`src/rtl/pllrs_pkg.sv`:
```
// Constants, register map and encodings for the PLL reference switch and dividers
package pllrs_pkg;
   // ****************************************
   // Bus geometry
   // ****************************************
   localparam int APB_AW = 12;
   localparam int APB_DW = 32;
   localparam int IDX_LSB = 2;
   localparam int IDX_MSB = 9;
   // ****************************************
   // Register indices (byte address = 4 x index)
   // ****************************************
   localparam logic [7:0] IDX_PLL_CTL = 8'h10;
   localparam logic [7:0] IDX_RDIV_LO = 8'h11;
   localparam logic [7:0] IDX_RDIV_HI = 8'h12;
   localparam logic [7:0] IDX_SWALLOW = 8'h13;
   localparam logic [7:0] IDX_MAIN_LO = 8'h14;
   localparam logic [7:0] IDX_MAIN_HI = 8'h15;
   localparam logic [7:0] IDX_PSC = 8'h16;
   localparam logic [7:0] IDX_SYNC_CTL = 8'h19;
   localparam logic [7:0] IDX_REF_CTL = 8'h1c;
   localparam logic [7:0] IDX_CTR_CTL = 8'h1e;
   localparam logic [7:0] IDX_STATUS = 8'h1f;
   // ****************************************
   // Reset values
   // ****************************************
   localparam logic [1:0] RST_PLL_PD = 2'h1;
   localparam logic [7:0] RST_REF_CTL = 8'h00;
   // ****************************************
   // Field widths and bit positions
   // ****************************************
   localparam int RDIV_W = 14;
   localparam int MAIN_W = 13;
   localparam int SWAL_W = 6;
   localparam int PCNT_W = 6;
   localparam int NUM_IN = 5;
   localparam int IN_PRI = 0;
   localparam int IN_SEC = 1;
   localparam int IN_VCO = 2;
   localparam int IN_SEL = 3;
   localparam int IN_SYNC = 4;
   localparam int RC_DIFF = 0;
   localparam int RC_PRI_EN = 1;
   localparam int RC_SEC_EN = 2;
   localparam int RC_STAY = 3;
   localparam int RC_AUTO = 4;
   localparam int RC_PIN_SEL = 5;
   localparam int RC_REG_SEC = 6;
   localparam int RC_DGL_OFF = 7;
   localparam int SYNC_LSB = 6;
   localparam int ST_ACTIVE = 0;
   localparam int ST_MISSING = 1;
   localparam int ST_DIFF_PD = 2;
   localparam int ST_PRI_PD = 3;
   localparam int ST_SEC_PD = 4;
   localparam logic [1:0] MISS_LIMIT = 2'h2;
   localparam logic [2:0] REVERT_LAST = 3'h3;
   // ****************************************
   // Encodings
   // ****************************************
   typedef enum logic [2:0] {
      PSC_FD1 = 3'b000, PSC_FD2 = 3'b001, PSC_DM2 = 3'b010, PSC_DM4 = 3'b011,
      PSC_DM8 = 3'b100, PSC_DM16 = 3'b101, PSC_DM32 = 3'b110, PSC_FD3 = 3'b111
   } pllrs_psc_t;
   typedef enum logic [1:0] {
      SYNC_OFF = 2'b00, SYNC_LEVEL = 2'b01, SYNC_EDGE = 2'b10, SYNC_LEVEL2 = 2'b11
   } pllrs_sync_t;
endpackage

```
`src/rtl/pllrs_top.sv`:
```
// PLL reference selection, switchover and reference/feedback dividers with APB registers
// Notes on behaviour
// - Reference divider is 14 bits, 0 to 16383, from two registers, feeds detector.
// - Reference divider values zero and one both divide by one.
// - Reference divider cleared by shared counter reset bit and by sync.
// - Feedback division is modulus times main count plus swallow count.
// - Prescaler modes: fixed 1,2,3 and dual 2/3 to 32/33 by 3-bit field.
// - Fixed-divide mode ignores swallow counter; division is ratio times main.
// - Dual mode with swallow zero divides by base modulus only.
// - Main counter bypass value one, meant for fixed-divide mode.
// - Swallow zero really counts zero; software keeps main at three or bypass.
// - Swallow and main counters cleared by shared reset bit and by sync.
// - All reference inputs off after reset; software enables one.
// - Differential receiver down when PLL down or differential not chosen.
// - Single-ended buffer down on PLL down, own bit, or differential mode.
// - Manual selection by register bit or by select pin.
// - Prefer-primary auto mode leaves and returns to primary as it comes.
// - Stay mode leaves primary when lost and never returns by itself.
// - Primary missing after two secondary falls without primary transition.
// - Secondary takes over at the next secondary rising edge.
// - Revert after four primary rises without two secondary falls between.
// - Deglitch keeps misaligned edges from the detector on a switch.
// - Sync pin counter reset governed by 2-bit field, off after reset.
`timescale 1ns/1ps
module pllrs_top
(
   // Clock and reset
   input wire logic pclk,
   input wire logic presetn,
   // APB slave
   input wire logic psel,
   input wire logic penable,
   input wire logic pwrite,
   input wire logic [pllrs_pkg::APB_AW-1:0] paddr,
   input wire logic [pllrs_pkg::APB_DW-1:0] pwdata,
   input wire logic [3:0] pstrb,
   output logic [pllrs_pkg::APB_DW-1:0] prdata,
   output logic pready,
   output logic pslverr,
   // Reference, feedback and control pins
   input wire logic primary_reference,
   input wire logic secondary_reference,
   input wire logic vco_clock,
   input wire logic ref_sel_pin,
   input wire logic sync_n_pin,
   // Phase detector feeds and buffer controls
   output logic ref_div_out,
   output logic fb_div_out,
   output logic active_ref_sec,
   output logic diff_rx_pd,
   output logic se_pri_pd,
   output logic se_sec_pd
);
   import pllrs_pkg::*;

   typedef struct packed {
      logic [NUM_IN-1:0] sy1;
      logic [NUM_IN-1:0] sy2;
      logic [NUM_IN-1:0] sy3;
      logic [NUM_IN-1:0] lvl;
      logic [NUM_IN-1:0] lvl_d;
      logic [1:0] pll_pd;
      logic [7:0] rdiv_lo;
      logic [RDIV_W-9:0] rdiv_hi;
      logic [SWAL_W-1:0] swal;
      logic [7:0] main_lo;
      logic [MAIN_W-9:0] main_hi;
      logic [2:0] psc;
      logic [1:0] sync_ctl;
      logic ctr_rst;
      logic [7:0] ref_ctl;
      logic [RDIV_W-1:0] rcnt;
      logic [PCNT_W-1:0] pcnt;
      logic [MAIN_W-1:0] bcnt;
      logic [1:0] miss;
      logic [2:0] rise;
      logic prim_missing;
      logic active;
      logic [APB_DW-1:0] prdata;
      logic pready;
      logic pslverr;
      logic rdiv_out;
      logic fb_out;
      logic diff_pd;
      logic pri_pd;
      logic sec_pd;
   } pllrs_state_t;

   pllrs_state_t s_reg;
   pllrs_state_t s_next;

   logic [7:0] idx;
   logic mapped;
   logic [7:0] rd_byte;
   logic wr_en;
   logic pll_pd;
   logic diff_sel;
   logic pri_ok;
   logic sec_ok;
   logic pri_rise;
   logic pri_tog;
   logic sec_rise;
   logic sec_fall;
   logic vco_rise;
   logic sync_fall;
   logic ctr_clr;
   logic monitor_on;
   logic target;
   logic act_n;
   logic [1:0] miss_n;
   logic ref_edge;
   logic [RDIV_W-1:0] r_val;
   logic [RDIV_W-1:0] r_eff;
   logic [MAIN_W-1:0] b_val;
   logic [MAIN_W-1:0] b_eff;
   logic dm;
   logic [PCNT_W-1:0] base;
   logic [PCNT_W-1:0] mod;

   always_comb begin
      s_next = s_reg;
      // ****************************************
      // Input synchronisers, 2-of-3 agreement
      // ****************************************
      s_next.sy1 = {sync_n_pin, ref_sel_pin, vco_clock, secondary_reference, primary_reference};
      s_next.sy2 = s_reg.sy1;
      s_next.sy3 = s_reg.sy2;
      s_next.lvl = (s_reg.sy2 & s_reg.sy3) | (s_reg.lvl & (s_reg.sy2 | s_reg.sy3));
      s_next.lvl_d = s_reg.lvl;

      // ****************************************
      // APB slave, no wait states
      // ****************************************
      idx = paddr[IDX_MSB:IDX_LSB];
      mapped = 1'b1;
      rd_byte = 8'h00;
      unique case (idx)
         IDX_PLL_CTL: rd_byte = {6'h00, s_reg.pll_pd};
         IDX_RDIV_LO: rd_byte = s_reg.rdiv_lo;
         IDX_RDIV_HI: rd_byte = {2'h0, s_reg.rdiv_hi};
         IDX_SWALLOW: rd_byte = {2'h0, s_reg.swal};
         IDX_MAIN_LO: rd_byte = s_reg.main_lo;
         IDX_MAIN_HI: rd_byte = {3'h0, s_reg.main_hi};
         IDX_PSC: rd_byte = {5'h00, s_reg.psc};
         IDX_SYNC_CTL: rd_byte = {s_reg.sync_ctl, 6'h00};
         IDX_REF_CTL: rd_byte = s_reg.ref_ctl;
         IDX_CTR_CTL: rd_byte = {7'h00, s_reg.ctr_rst};
         IDX_STATUS: rd_byte = {3'h0, s_reg.sec_pd, s_reg.pri_pd, s_reg.diff_pd,
                                s_reg.prim_missing, s_reg.active};
         default: mapped = 1'b0;
      endcase
      s_next.pready = psel & ~penable;
      if (psel && !penable) begin
         s_next.prdata = {24'h000000, rd_byte};
         s_next.pslverr = ~mapped;
      end
      wr_en = psel & penable & s_reg.pready & pwrite & ~s_reg.pslverr & pstrb[0];
      if (wr_en) begin
         unique case (idx)
            IDX_PLL_CTL: s_next.pll_pd = pwdata[1:0];
            IDX_RDIV_LO: s_next.rdiv_lo = pwdata[7:0];
            IDX_RDIV_HI: s_next.rdiv_hi = pwdata[RDIV_W-9:0];
            IDX_SWALLOW: s_next.swal = pwdata[SWAL_W-1:0];
            IDX_MAIN_LO: s_next.main_lo = pwdata[7:0];
            IDX_MAIN_HI: s_next.main_hi = pwdata[MAIN_W-9:0];
            IDX_PSC: s_next.psc = pwdata[2:0];
            IDX_SYNC_CTL: s_next.sync_ctl = pwdata[SYNC_LSB+1:SYNC_LSB];
            IDX_REF_CTL: s_next.ref_ctl = pwdata[7:0];
            IDX_CTR_CTL: s_next.ctr_rst = pwdata[0];
            default: ;
         endcase
      end

      // ****************************************
      // Buffer power and edge detection
      // ****************************************
      pll_pd = (s_reg.pll_pd != 2'h0);
      diff_sel = s_reg.ref_ctl[RC_DIFF];
      pri_ok = ~pll_pd & (diff_sel | s_reg.ref_ctl[RC_PRI_EN]);
      sec_ok = ~pll_pd & ~diff_sel & s_reg.ref_ctl[RC_SEC_EN];
      s_next.diff_pd = pll_pd | ~diff_sel;
      s_next.pri_pd = pll_pd | diff_sel | ~s_reg.ref_ctl[RC_PRI_EN];
      s_next.sec_pd = pll_pd | diff_sel | ~s_reg.ref_ctl[RC_SEC_EN];
      pri_rise = pri_ok & s_reg.lvl[IN_PRI] & ~s_reg.lvl_d[IN_PRI];
      pri_tog = pri_ok & (s_reg.lvl[IN_PRI] ^ s_reg.lvl_d[IN_PRI]);
      sec_rise = sec_ok & s_reg.lvl[IN_SEC] & ~s_reg.lvl_d[IN_SEC];
      sec_fall = sec_ok & ~s_reg.lvl[IN_SEC] & s_reg.lvl_d[IN_SEC];
      vco_rise = s_reg.lvl[IN_VCO] & ~s_reg.lvl_d[IN_VCO];
      sync_fall = ~s_reg.lvl[IN_SYNC] & s_reg.lvl_d[IN_SYNC];

      // Shared counter clear: register bit or sync pin
      ctr_clr = s_reg.ctr_rst;
      unique case (s_reg.sync_ctl)
         SYNC_OFF: ;
         SYNC_EDGE: ctr_clr = ctr_clr | sync_fall;
         SYNC_LEVEL, SYNC_LEVEL2: ctr_clr = ctr_clr | ~s_reg.lvl[IN_SYNC];
      endcase

      // ****************************************
      // Missing-primary monitor
      // ****************************************
      monitor_on = s_reg.ref_ctl[RC_AUTO] & ~diff_sel & ~pll_pd;
      miss_n = s_reg.miss;
      if (pri_tog) begin
         miss_n = 2'h0;
      end else if (sec_fall && s_reg.miss != MISS_LIMIT) begin
         miss_n = s_reg.miss + 2'h1;
      end
      s_next.miss = miss_n;
      if (!monitor_on) begin
         s_next.miss = 2'h0;
         s_next.rise = 3'h0;
         s_next.prim_missing = 1'b0;
      end else if (miss_n == MISS_LIMIT) begin
         s_next.prim_missing = 1'b1;
         s_next.rise = 3'h0;
      end else if (s_reg.prim_missing && pri_rise) begin
         if (s_reg.rise == REVERT_LAST) begin
            s_next.prim_missing = 1'b0;
            s_next.rise = 3'h0;
         end else begin
            s_next.rise = s_reg.rise + 3'h1;
         end
      end

      // ****************************************
      // Reference selection with deglitch
      // ****************************************
      if (diff_sel) begin
         target = 1'b0;
      end else if (s_reg.ref_ctl[RC_AUTO]) begin
         // Stay mode latches onto secondary once there
         target = s_next.prim_missing | (s_reg.ref_ctl[RC_STAY] & s_reg.active);
      end else if (s_reg.ref_ctl[RC_PIN_SEL]) begin
         target = s_reg.lvl[IN_SEL];
      end else begin
         target = s_reg.ref_ctl[RC_REG_SEC];
      end
      act_n = s_reg.active;
      if (target != s_reg.active) begin
         // Hand over on the new reference's rising edge, or at once if deglitch is off in manual mode
         if (s_reg.ref_ctl[RC_DGL_OFF] && !s_reg.ref_ctl[RC_AUTO]) begin
            act_n = target;
         end else if (target ? sec_rise : pri_rise) begin
            act_n = target;
         end
      end
      s_next.active = act_n;
      ref_edge = act_n ? sec_rise : pri_rise;

      // ****************************************
      // Reference divider
      // ****************************************
      r_val = {s_reg.rdiv_hi, s_reg.rdiv_lo};
      r_eff = (r_val < RDIV_W'(2)) ? RDIV_W'(1) : r_val;
      s_next.rdiv_out = 1'b0;
      if (ctr_clr) begin
         s_next.rcnt = '0;
      end else if (ref_edge) begin
         if (s_reg.rcnt >= r_eff - RDIV_W'(1)) begin
            s_next.rcnt = '0;
            s_next.rdiv_out = 1'b1;
         end else begin
            s_next.rcnt = s_reg.rcnt + RDIV_W'(1);
         end
      end

      // ****************************************
      // Feedback divider: prescaler, swallow, main
      // ****************************************
      dm = 1'b1;
      base = PCNT_W'(1);
      unique case (s_reg.psc)
         PSC_FD1: dm = 1'b0;
         PSC_FD2: begin
            dm = 1'b0;
            base = PCNT_W'(2);
         end
         PSC_FD3: begin
            dm = 1'b0;
            base = PCNT_W'(3);
         end
         PSC_DM2: base = PCNT_W'(2);
         PSC_DM4: base = PCNT_W'(4);
         PSC_DM8: base = PCNT_W'(8);
         PSC_DM16: base = PCNT_W'(16);
         PSC_DM32: base = PCNT_W'(32);
      endcase
      b_val = {s_reg.main_hi, s_reg.main_lo};
      b_eff = (b_val < MAIN_W'(2)) ? MAIN_W'(1) : b_val;
      // First swallow-count cycles stretched by one; swallow zero is a true zero
      mod = base;
      if (dm && (s_reg.bcnt < MAIN_W'(s_reg.swal))) begin
         mod = base + PCNT_W'(1);
      end
      s_next.fb_out = 1'b0;
      if (ctr_clr) begin
         s_next.pcnt = '0;
         s_next.bcnt = '0;
      end else if (vco_rise) begin
         if (s_reg.pcnt >= mod - PCNT_W'(1)) begin
            s_next.pcnt = '0;
            if (s_reg.bcnt >= b_eff - MAIN_W'(1)) begin
               s_next.bcnt = '0;
               s_next.fb_out = 1'b1;
            end else begin
               s_next.bcnt = s_reg.bcnt + MAIN_W'(1);
            end
         end else begin
            s_next.pcnt = s_reg.pcnt + PCNT_W'(1);
         end
      end
   end

   always_ff @(posedge pclk or negedge presetn) begin
      if (!presetn) begin
         s_reg <= '0;
         s_reg.lvl <= {NUM_IN{1'b0}};
         s_reg.pll_pd <= RST_PLL_PD;
         s_reg.ref_ctl <= RST_REF_CTL;
         s_reg.sync_ctl <= SYNC_OFF;
         s_reg.diff_pd <= 1'b1;
         s_reg.pri_pd <= 1'b1;
         s_reg.sec_pd <= 1'b1;
      end else begin
         s_reg <= s_next;
      end
   end

   // ****************************************
   // Outputs
   // ****************************************
   assign prdata = s_reg.prdata;
   assign pready = s_reg.pready;
   assign pslverr = s_reg.pslverr;
   assign ref_div_out = s_reg.rdiv_out;
   assign fb_div_out = s_reg.fb_out;
   assign active_ref_sec = s_reg.active;
   assign diff_rx_pd = s_reg.diff_pd;
   assign se_pri_pd = s_reg.pri_pd;
   assign se_sec_pd = s_reg.sec_pd;
endmodule // pllrs_top

```
`config.mk`:
```
export PLATFORM = sky130hd
export DESIGN_NAME = pllrs_top
export DESIGN_NICKNAME = d
export VERILOG_FILES = /design/src/rtl/pllrs_pkg.sv /design/src/rtl/pllrs_top.sv
export SDC_FILE = /design/constraint.sdc
export NUM_CORES = 1
export LEC_CHECK = 0
export BUFFER_PORTS_ARGS = -buffer_cell sky130_fd_sc_hd__buf_2
export CAP_MARGIN = 30
export CORE_ASPECT_RATIO = 0.7
export CORE_MARGIN = 10
export CORE_UTILIZATION = 40
export CTS_BUF_LIST = sky130_fd_sc_hd__clkbuf_8
export DETAILED_ROUTE_END_ITERATION = 8
export PLACE_DENSITY = 0.66
export SETUP_SLACK_MARGIN = 0.3
export SYNTH_ARGS = -nofsm -noshare
export SYNTH_HDL_FRONTEND = slang
export SYNTH_SLANG_ARGS = --single-unit
```
`constraint.sdc`:
```
create_clock -name pclk -period 5.5 [get_ports pclk]
set_input_delay 1.1 -clock pclk [delete_from_list [all_inputs] [get_ports pclk]]
set_output_delay 1.1 -clock pclk [all_outputs]
set_load 0.05 [all_outputs]
```
==> results of run 1 <==
[area by class of cell]
cell class | instances | area (um^2) | area share
flip-flops and latches | 128 | 3210 | 0.388
inverters | 17 | 63.8 | 0.00773
clock buffers | 17 | 234 | 0.0283
clock inverters | 15 | 135 | 0.0164
multi-input cells | 579 | 4070 | 0.493
well taps | 242 | 303 | 0.0367
repair buffers | 46 | 244 | 0.0295
[worst max-delay path by stage]
| stage | from | endpoint | slack [ps] |
|---|---|---|---|
| floorplan | b_val[8] | s_reg[50] | 1510 |
| global placement | b_val[7] | s_reg[50] | 1070 |
| detailed placement | b_val[7] | s_reg[51] | 920 |
| CTS | b_val[7] | s_reg[51] | 900 |
| global route | b_val[7] | s_reg[55] | 630 |
| finish | b_val[7] | s_reg[51] | 930 |
[per-layer routing]
metal  GRT usage  up-vias
li1            -     2773
met1       0.224     2821
met2       0.207      179
met3      0.0354       16
met4      0.0408        0
met5           0        -
[cells in the final DEF, fill, tap and decap left out, types with 18 or more instances in the layout]
cell type	netlist	layout
dfrtp_1	124	124
nand2_1	73	73
nor2_1	54	54
mux2_2	50	50
ha_1	46	46
buf_2	1	42
o21ai_0	33	33
a21oi_1	27	27
conb_1	1	24
xnor2_1	23	23
nand3_1	21	21
nor3_1	20	20
inv_1	17	18
[kinds of logic after synthesis]
| family | share of synthesized area |
|---|---|
| AO/OA/AOI/OAI | 0.132 |
| XOR/XNOR | 0.0358 |
| adder cells (fa/ha/maj) | 0.0825 |
| buffers and inverters | 0.0512 |
| flip-flops | 0.423 |
| multiplexers | 0.0908 |
| other | 0.000495 |
| AND/OR/NAND/NOR | 0.184 |
[per-stage QoR]
stage	total power, mW	hold WS, ps	setup WS (ps)	utilization
global placement	1.15	334	1070	0.420
CTS	1.93	349	899	0.440
finish	1.91	352	931	0.440
floorplan	1.11	331	1510	-
global route	1.99	363	627	0.440
detailed placement	1.15	335	916	0.421
[report_power, final]
part	switching (mW)	internal (mW)	leakage (nW)
Sequential	0.0136	0.958	1.71
Combinational	0.123	0.0409	1.92
Clock	0.412	0.361	0.181
Total	0.548	1.36	3.81
==> impl_metrics.csv, run 1 <==
group,metric,value,unit
run_status,status,"finished, final reports clean",
final_layout,layout.cell_area.non_filler,8260,um^2
routing,viasPerCell,5.55,
placement,dp.cells,1012,
timing,timing.slew.headroom,0.390,
critical_path,worstPathMaxFanout,6,
timing,timing.final.crit_share,0.831,
yosys,synth_enable_flop_cells,0,
yosys,synth.distinct_cells,79,
yosys,synth_area_leaders,"dfrtp_1 (41%), ha_1 (7.6%), mux2_2 (7.4%), nand2_1 (3.6%), buf_4 (3.3%)",
grt,grt_overflow,0,
yosys,avgSynthCellArea,10.1,um^2
routing,top_layer_used,"met4",
placement,dp_hpwl,13500,um
timing,worst_pin_slew,914,ps
yosys,syn_inst,751,
clock_network,cts_tree,"done",
timing,setup_viol,0,
routing,detail-route-antenna-nets,0,
timing,slew_viol_final,0,
timing,fin_tns_setup,0,ps
final_layout,largest_reg_flops,69,
clock_network,clockBufferDepth,2,
final_layout,num-nets-final,893,
clock_network,postCtsSetupRepairBufs,0,
placement,placed_cell_area,7890,um^2
yosys,synth_warnings,0,
routing,wl_met3,1280,um
die,ios,98,
die,die_h,135,um
routing,drt_iter0_markers,556,
critical_path,cp_top_family,"simple AND/OR/NAND/NOR gates",
critical_path,cp-start-kind,"flip-flop",
grt,grt_max_degree,87,
critical_path,r2r_end,"s_reg[51]",
clock_network,htree_levels,4,
routing,drtPass1Iterations,6,
die,start_util,0.404,
clock_network,clkLatencyLatePin,450,ps
pwr,peakVddDrop,119,uV
die,rows,42,
critical_path,cpPeakStageDelay,570,ps
final_layout,area_growth,8.95,%
grt,grt_pass1_wl,29900,um
clock_network,clock-root-buffer,"clkbuf_8",
clock_network,cts.sinks,128,
critical_path,critPathKind,"reg -> reg",
critical_path,slowest_stage,"or4_1",
min_path,hold_start,"s_next[143]",
critical_path,endpoint_kind,"flip-flop",
critical_path,cp_num_cells,17,
timing,finalHoldViolations,0,
min_path,min_to,"s_next[138]",
critical_path,r2r_setup_slack,930,ps
routing,drc,0,
die,core_area,18800,um^2
final_layout,fin_cells,1044,
yosys,synthArstFlopShare,1.00,
routing,routedWlPerCell,17.6,um
yosys,synth_ff_type,"dfrtp_1",
clock_network,post_cts_resized,0,
die,dieArea,24900,um^2
timing,fin_skew,19.8,ps
timing,max_freq,0.219,GHz
pwr,power_density,231,nW/um^2
routing,dr_wl_met2,7600,um
routing,met1_length,9350,um
timing,period_needed,4570,ps
yosys,yosysTopAreaCellShare,0.409,
critical_path,worst-r2r-cell-count,17,
routing,drt_wl_total,18400,um
min_path,worstHoldPathCells,0,
critical_path,crit_buf_inv,0,
critical_path,worstPathRequired,5860,ps
grt,track_usage,0.150,
placement,gp_congestion,0.890,
final_layout,diodes,0,
grt,antenna_found_initial,0,
critical_path,crit_chain,"or4_1 -> or3_1 -> nor4b_1 -> nor2_1 -> ha_1 -> nand2_1 -> or2_2 -> nor2_1 -> xnor2_1 -> ha_1 -> a21o_1 -> a21o_1 -> a221oi_1 -> o211a_1 -> nand2_1 -> or2_2 -> o31ai_1",
job,max_cap_viol_count,0,
die,die_x,185,um
critical_path,r2r-start,"b_val[7]",
placement,port_buffers,42,
grt,grt_pass1_vias,5467,
final_layout,drive_above_1_share,0.188,
critical_path,worst_ep_arrival_time,4930,ps
yosys,synth_common_cells,"dfrtp_1 (124), nand2_1 (73), nor2_1 (54), mux2_2 (50), ha_1 (46)",
yosys,synth_most_common_cell,"dfrtp_1",
routing,routed-via-count,5789,
pwr,p_leak,3.81,nW
min_path,holdCritPathClass,"reg -> reg",
clock_network,cts.reportedPaths.clkPinSlew,90,ps
yosys,seq_area_frac_synth,0.423,
timing,rsz0062_at_grt,"no",
final_layout,num-fill-cells,1797,
yosys,synth_top_cell_by_area,"dfrtp_1",
clock_network,postCtsHoldBufs,0,
yosys,synth_area,7580,um^2
clock_network,numCtsBuffers,17,
yosys,ys_ff_latch,128,
No activity file was read; power rests on OpenSTA's default activity.
==> run 2: changes to the inputs <==
Clock period 5.5 ns to 4.4 ns, I/O delays scaled along.
==> run 2 against run 1 <==
  * Die area did not move
  * Via count rose by 0.97%
  * Critical path depth did not move
==> impl_metrics.csv, run 2 (synthesized netlist as in run 1, its figures left out) <==
group,metric,value,unit
run_status,status,"finished, final reports clean",
die,die_h,135,um
timing,max_freq,0.247,GHz
clock_network,cts_tree,"done",
final_layout,multi_input_area,4230,um^2
timing,setup_viol,0,
timing,slew_viol_final,0,
placement,port_buffers,42,
critical_path,cpPeakStageDelay,560,ps
critical_path,r2r_setup_slack,350,ps
critical_path,cp-start-kind,"flip-flop",
final_layout,regArea,3210,um^2
timing,fin_tns_setup,0,ps
timing,rsz0062_at_grt,"yes",
routing,routed-via-count,5845,
die,die_x,185,um
critical_path,worstPathMaxFanout,5,
critical_path,critPathKind,"reg -> reg",
critical_path,crit_chain,"or4_4 -> or3_4 -> nor4b_4 -> nor2_1 -> ha_2 -> nand2_2 -> or2_4 -> nor2_4 -> xnor2_2 -> ha_1 -> a21o_1 -> a21o_1 -> a221oi_2 -> o211a_1 -> nand2_2 -> or2_4 -> o31ai_2",
final_layout,fin_cells,1073,
die,dieArea,24900,um^2
die,ios,98,
die,core_area,18800,um^2
pwr,p_leak,4.02,nW
timing,fin_ws,352,ps
critical_path,worst_ep_arrival_time,4420,ps
routing,drc,0,
timing,finalHoldViolations,0,
final_layout,layout_commonest_cell,"dfrtp_1",
critical_path,endpoint_kind,"flip-flop",
critical_path,cp_top_family,"simple AND/OR/NAND/NOR gates",
final_layout,largest_reg_flops,69,
routing,drt_wl_total,18800,um
clock_network,postCtsHoldBufs,0,
critical_path,slowest_stage,"or4_4",
die,start_util,0.404,
placement,dp_hpwl,13700,um
die,rows,42,
final_layout,num-nets-final,922,
grt,antenna_found_initial,0,
final_layout,final_cell_mix,"dfrtp_1 (123), nand2_1 (70), nor2_1 (53)",
grt,grt_overflow,0,
grt,grt_pass1_wl,29900,um
grt,grt_pass1_vias,5521,
routing,viasPerCell,5.45,
grt,track_usage,0.151,
placement,gp_congestion,0.928,
grt,grt_max_degree,81,
final_layout,num-fill-cells,1752,
final_layout,drive_above_1_share,0.247,
clock_network,htree_levels,4,
routing,drt_iter0_markers,494,
timing,timing.slew.headroom,0.493,
timing,period_needed,4050,ps
clock_network,numCtsBuffers,17,
job,max_cap_viol_count,0,
timing,timing.final.crit_share,0.920,
placement,dp.cells,1029,
final_layout,diodes,0,
routing,detail-route-antenna-nets,0,
final_layout,area_growth,15.1,%
clock_network,clock-root-buffer,"clkbuf_8",
timing,worst_pin_slew,755,ps
routing,drtPass1Iterations,5,
clock_network,clkLatencyLatePin,460,ps
min_path,holdCritPathClass,"in -> async",
clock_network,clockBufferDepth,2,
pwr,power_density,291,nW/um^2
pwr,peakVddDrop,188,uV
clock_network,cts.reportedPaths.clkPinSlew,90,ps
critical_path,worstPathRequired,4770,ps
critical_path,crit_buf_inv,0,
timing,fin_skew,18.4,ps
clock_network,cts.sinks,128,
routing,routedWlPerCell,17.5,um
placement,post-place-ws,93.1,ps
-- run 2: changes by cell type in the layout (fill, tap and decap cells not counted), moves of 3 or more --
cell,delta
clkbuf_8,+3
buf_4,+28
clkinv_4,+3
inv_6,-5
nand2_1,-3
nand2_2,+3
o31ai_1,-3
-- run 2: timing repair --
item | 4_1_cts | 5_1_grt
resized for setup | 8 | 25
pin swaps | 0 | 14
gates cloned | 0 | 1
endpoints found under the setup margin | 21 | 25
setup buffers | 0 | 11
-- run 2: worst paths after layout --
check                                    to  cells after the start         from
worst max-delay path              s_reg[50]                     17     b_val[8]
worst min register to register  s_next[140]                      0  s_next[145]
max in group asynchronous         s_reg[74]                      2      presetn
worst min-delay path              s_reg[56]                      1      presetn
worst max register to register    s_reg[50]                     17     b_val[8]
min in group pclk               s_next[140]                      0  s_next[145]
-- run 2: metal layers --
metal  GRT usage  share of wire  up-vias
met3      0.0383          0.063       17
met5           0              0        -
li1            -              -     2845
met2       0.209           0.41      143
met4      0.0422         0.0089        0
met1       0.225           0.52     2840
-- run 2: power breakdown --
group	internal (mW)	total, mW	leakage [nW]	switching, mW
logic	0.0668	0.225	2.10	0.159
registers	1.20	1.21	1.71	0.0174
clock network	0.607	1.10	0.215	0.494
total	1.87	2.54	4.02	0.670
-- run 2: area by class of cell --
cell class / instances / share of cell area
clock buffer: 20 / 0.0316
clock inverter: 12 / 0.0182
inverter: 17 / 0.00732
multi-input combinational: 580 / 0.486
sequential: 128 / 0.368
tap: 242 / 0.0347
timing repair buffer: 74 / 0.0547
-- run 2: metrics by stage --
stage | power (mW) | cell area (um^2) | utilization | hold slack, ps
6_report | 2.54 | 8720 | 0.465 | 316
5_1_grt | 2.65 | 8720 | 0.465 | 306
4_1_cts | 2.56 | 8510 | 0.454 | 295
3_5_place_dp | 1.45 | 8040 | 0.429 | 335
3_3_place_gp | 1.44 | 8010 | 0.427 | 335
2_1_floorplan | 1.38 | 7670 | - | 331
-- run 2: worst reg2reg max path, stage by stage (launching register included) --
cell      delay, ps
dfrtp_1         400
or4_4           560
or3_4           380
nor4b_4         260
nor2_1           90
ha_2            190
nand2_2          70
or2_4           150
nor2_4           50
xnor2_2         140
ha_1            300
a21o_1          160
a21o_1          180
a221oi_2        260
o211a_1         200
nand2_2         100
or2_4           300
o31ai_2         220
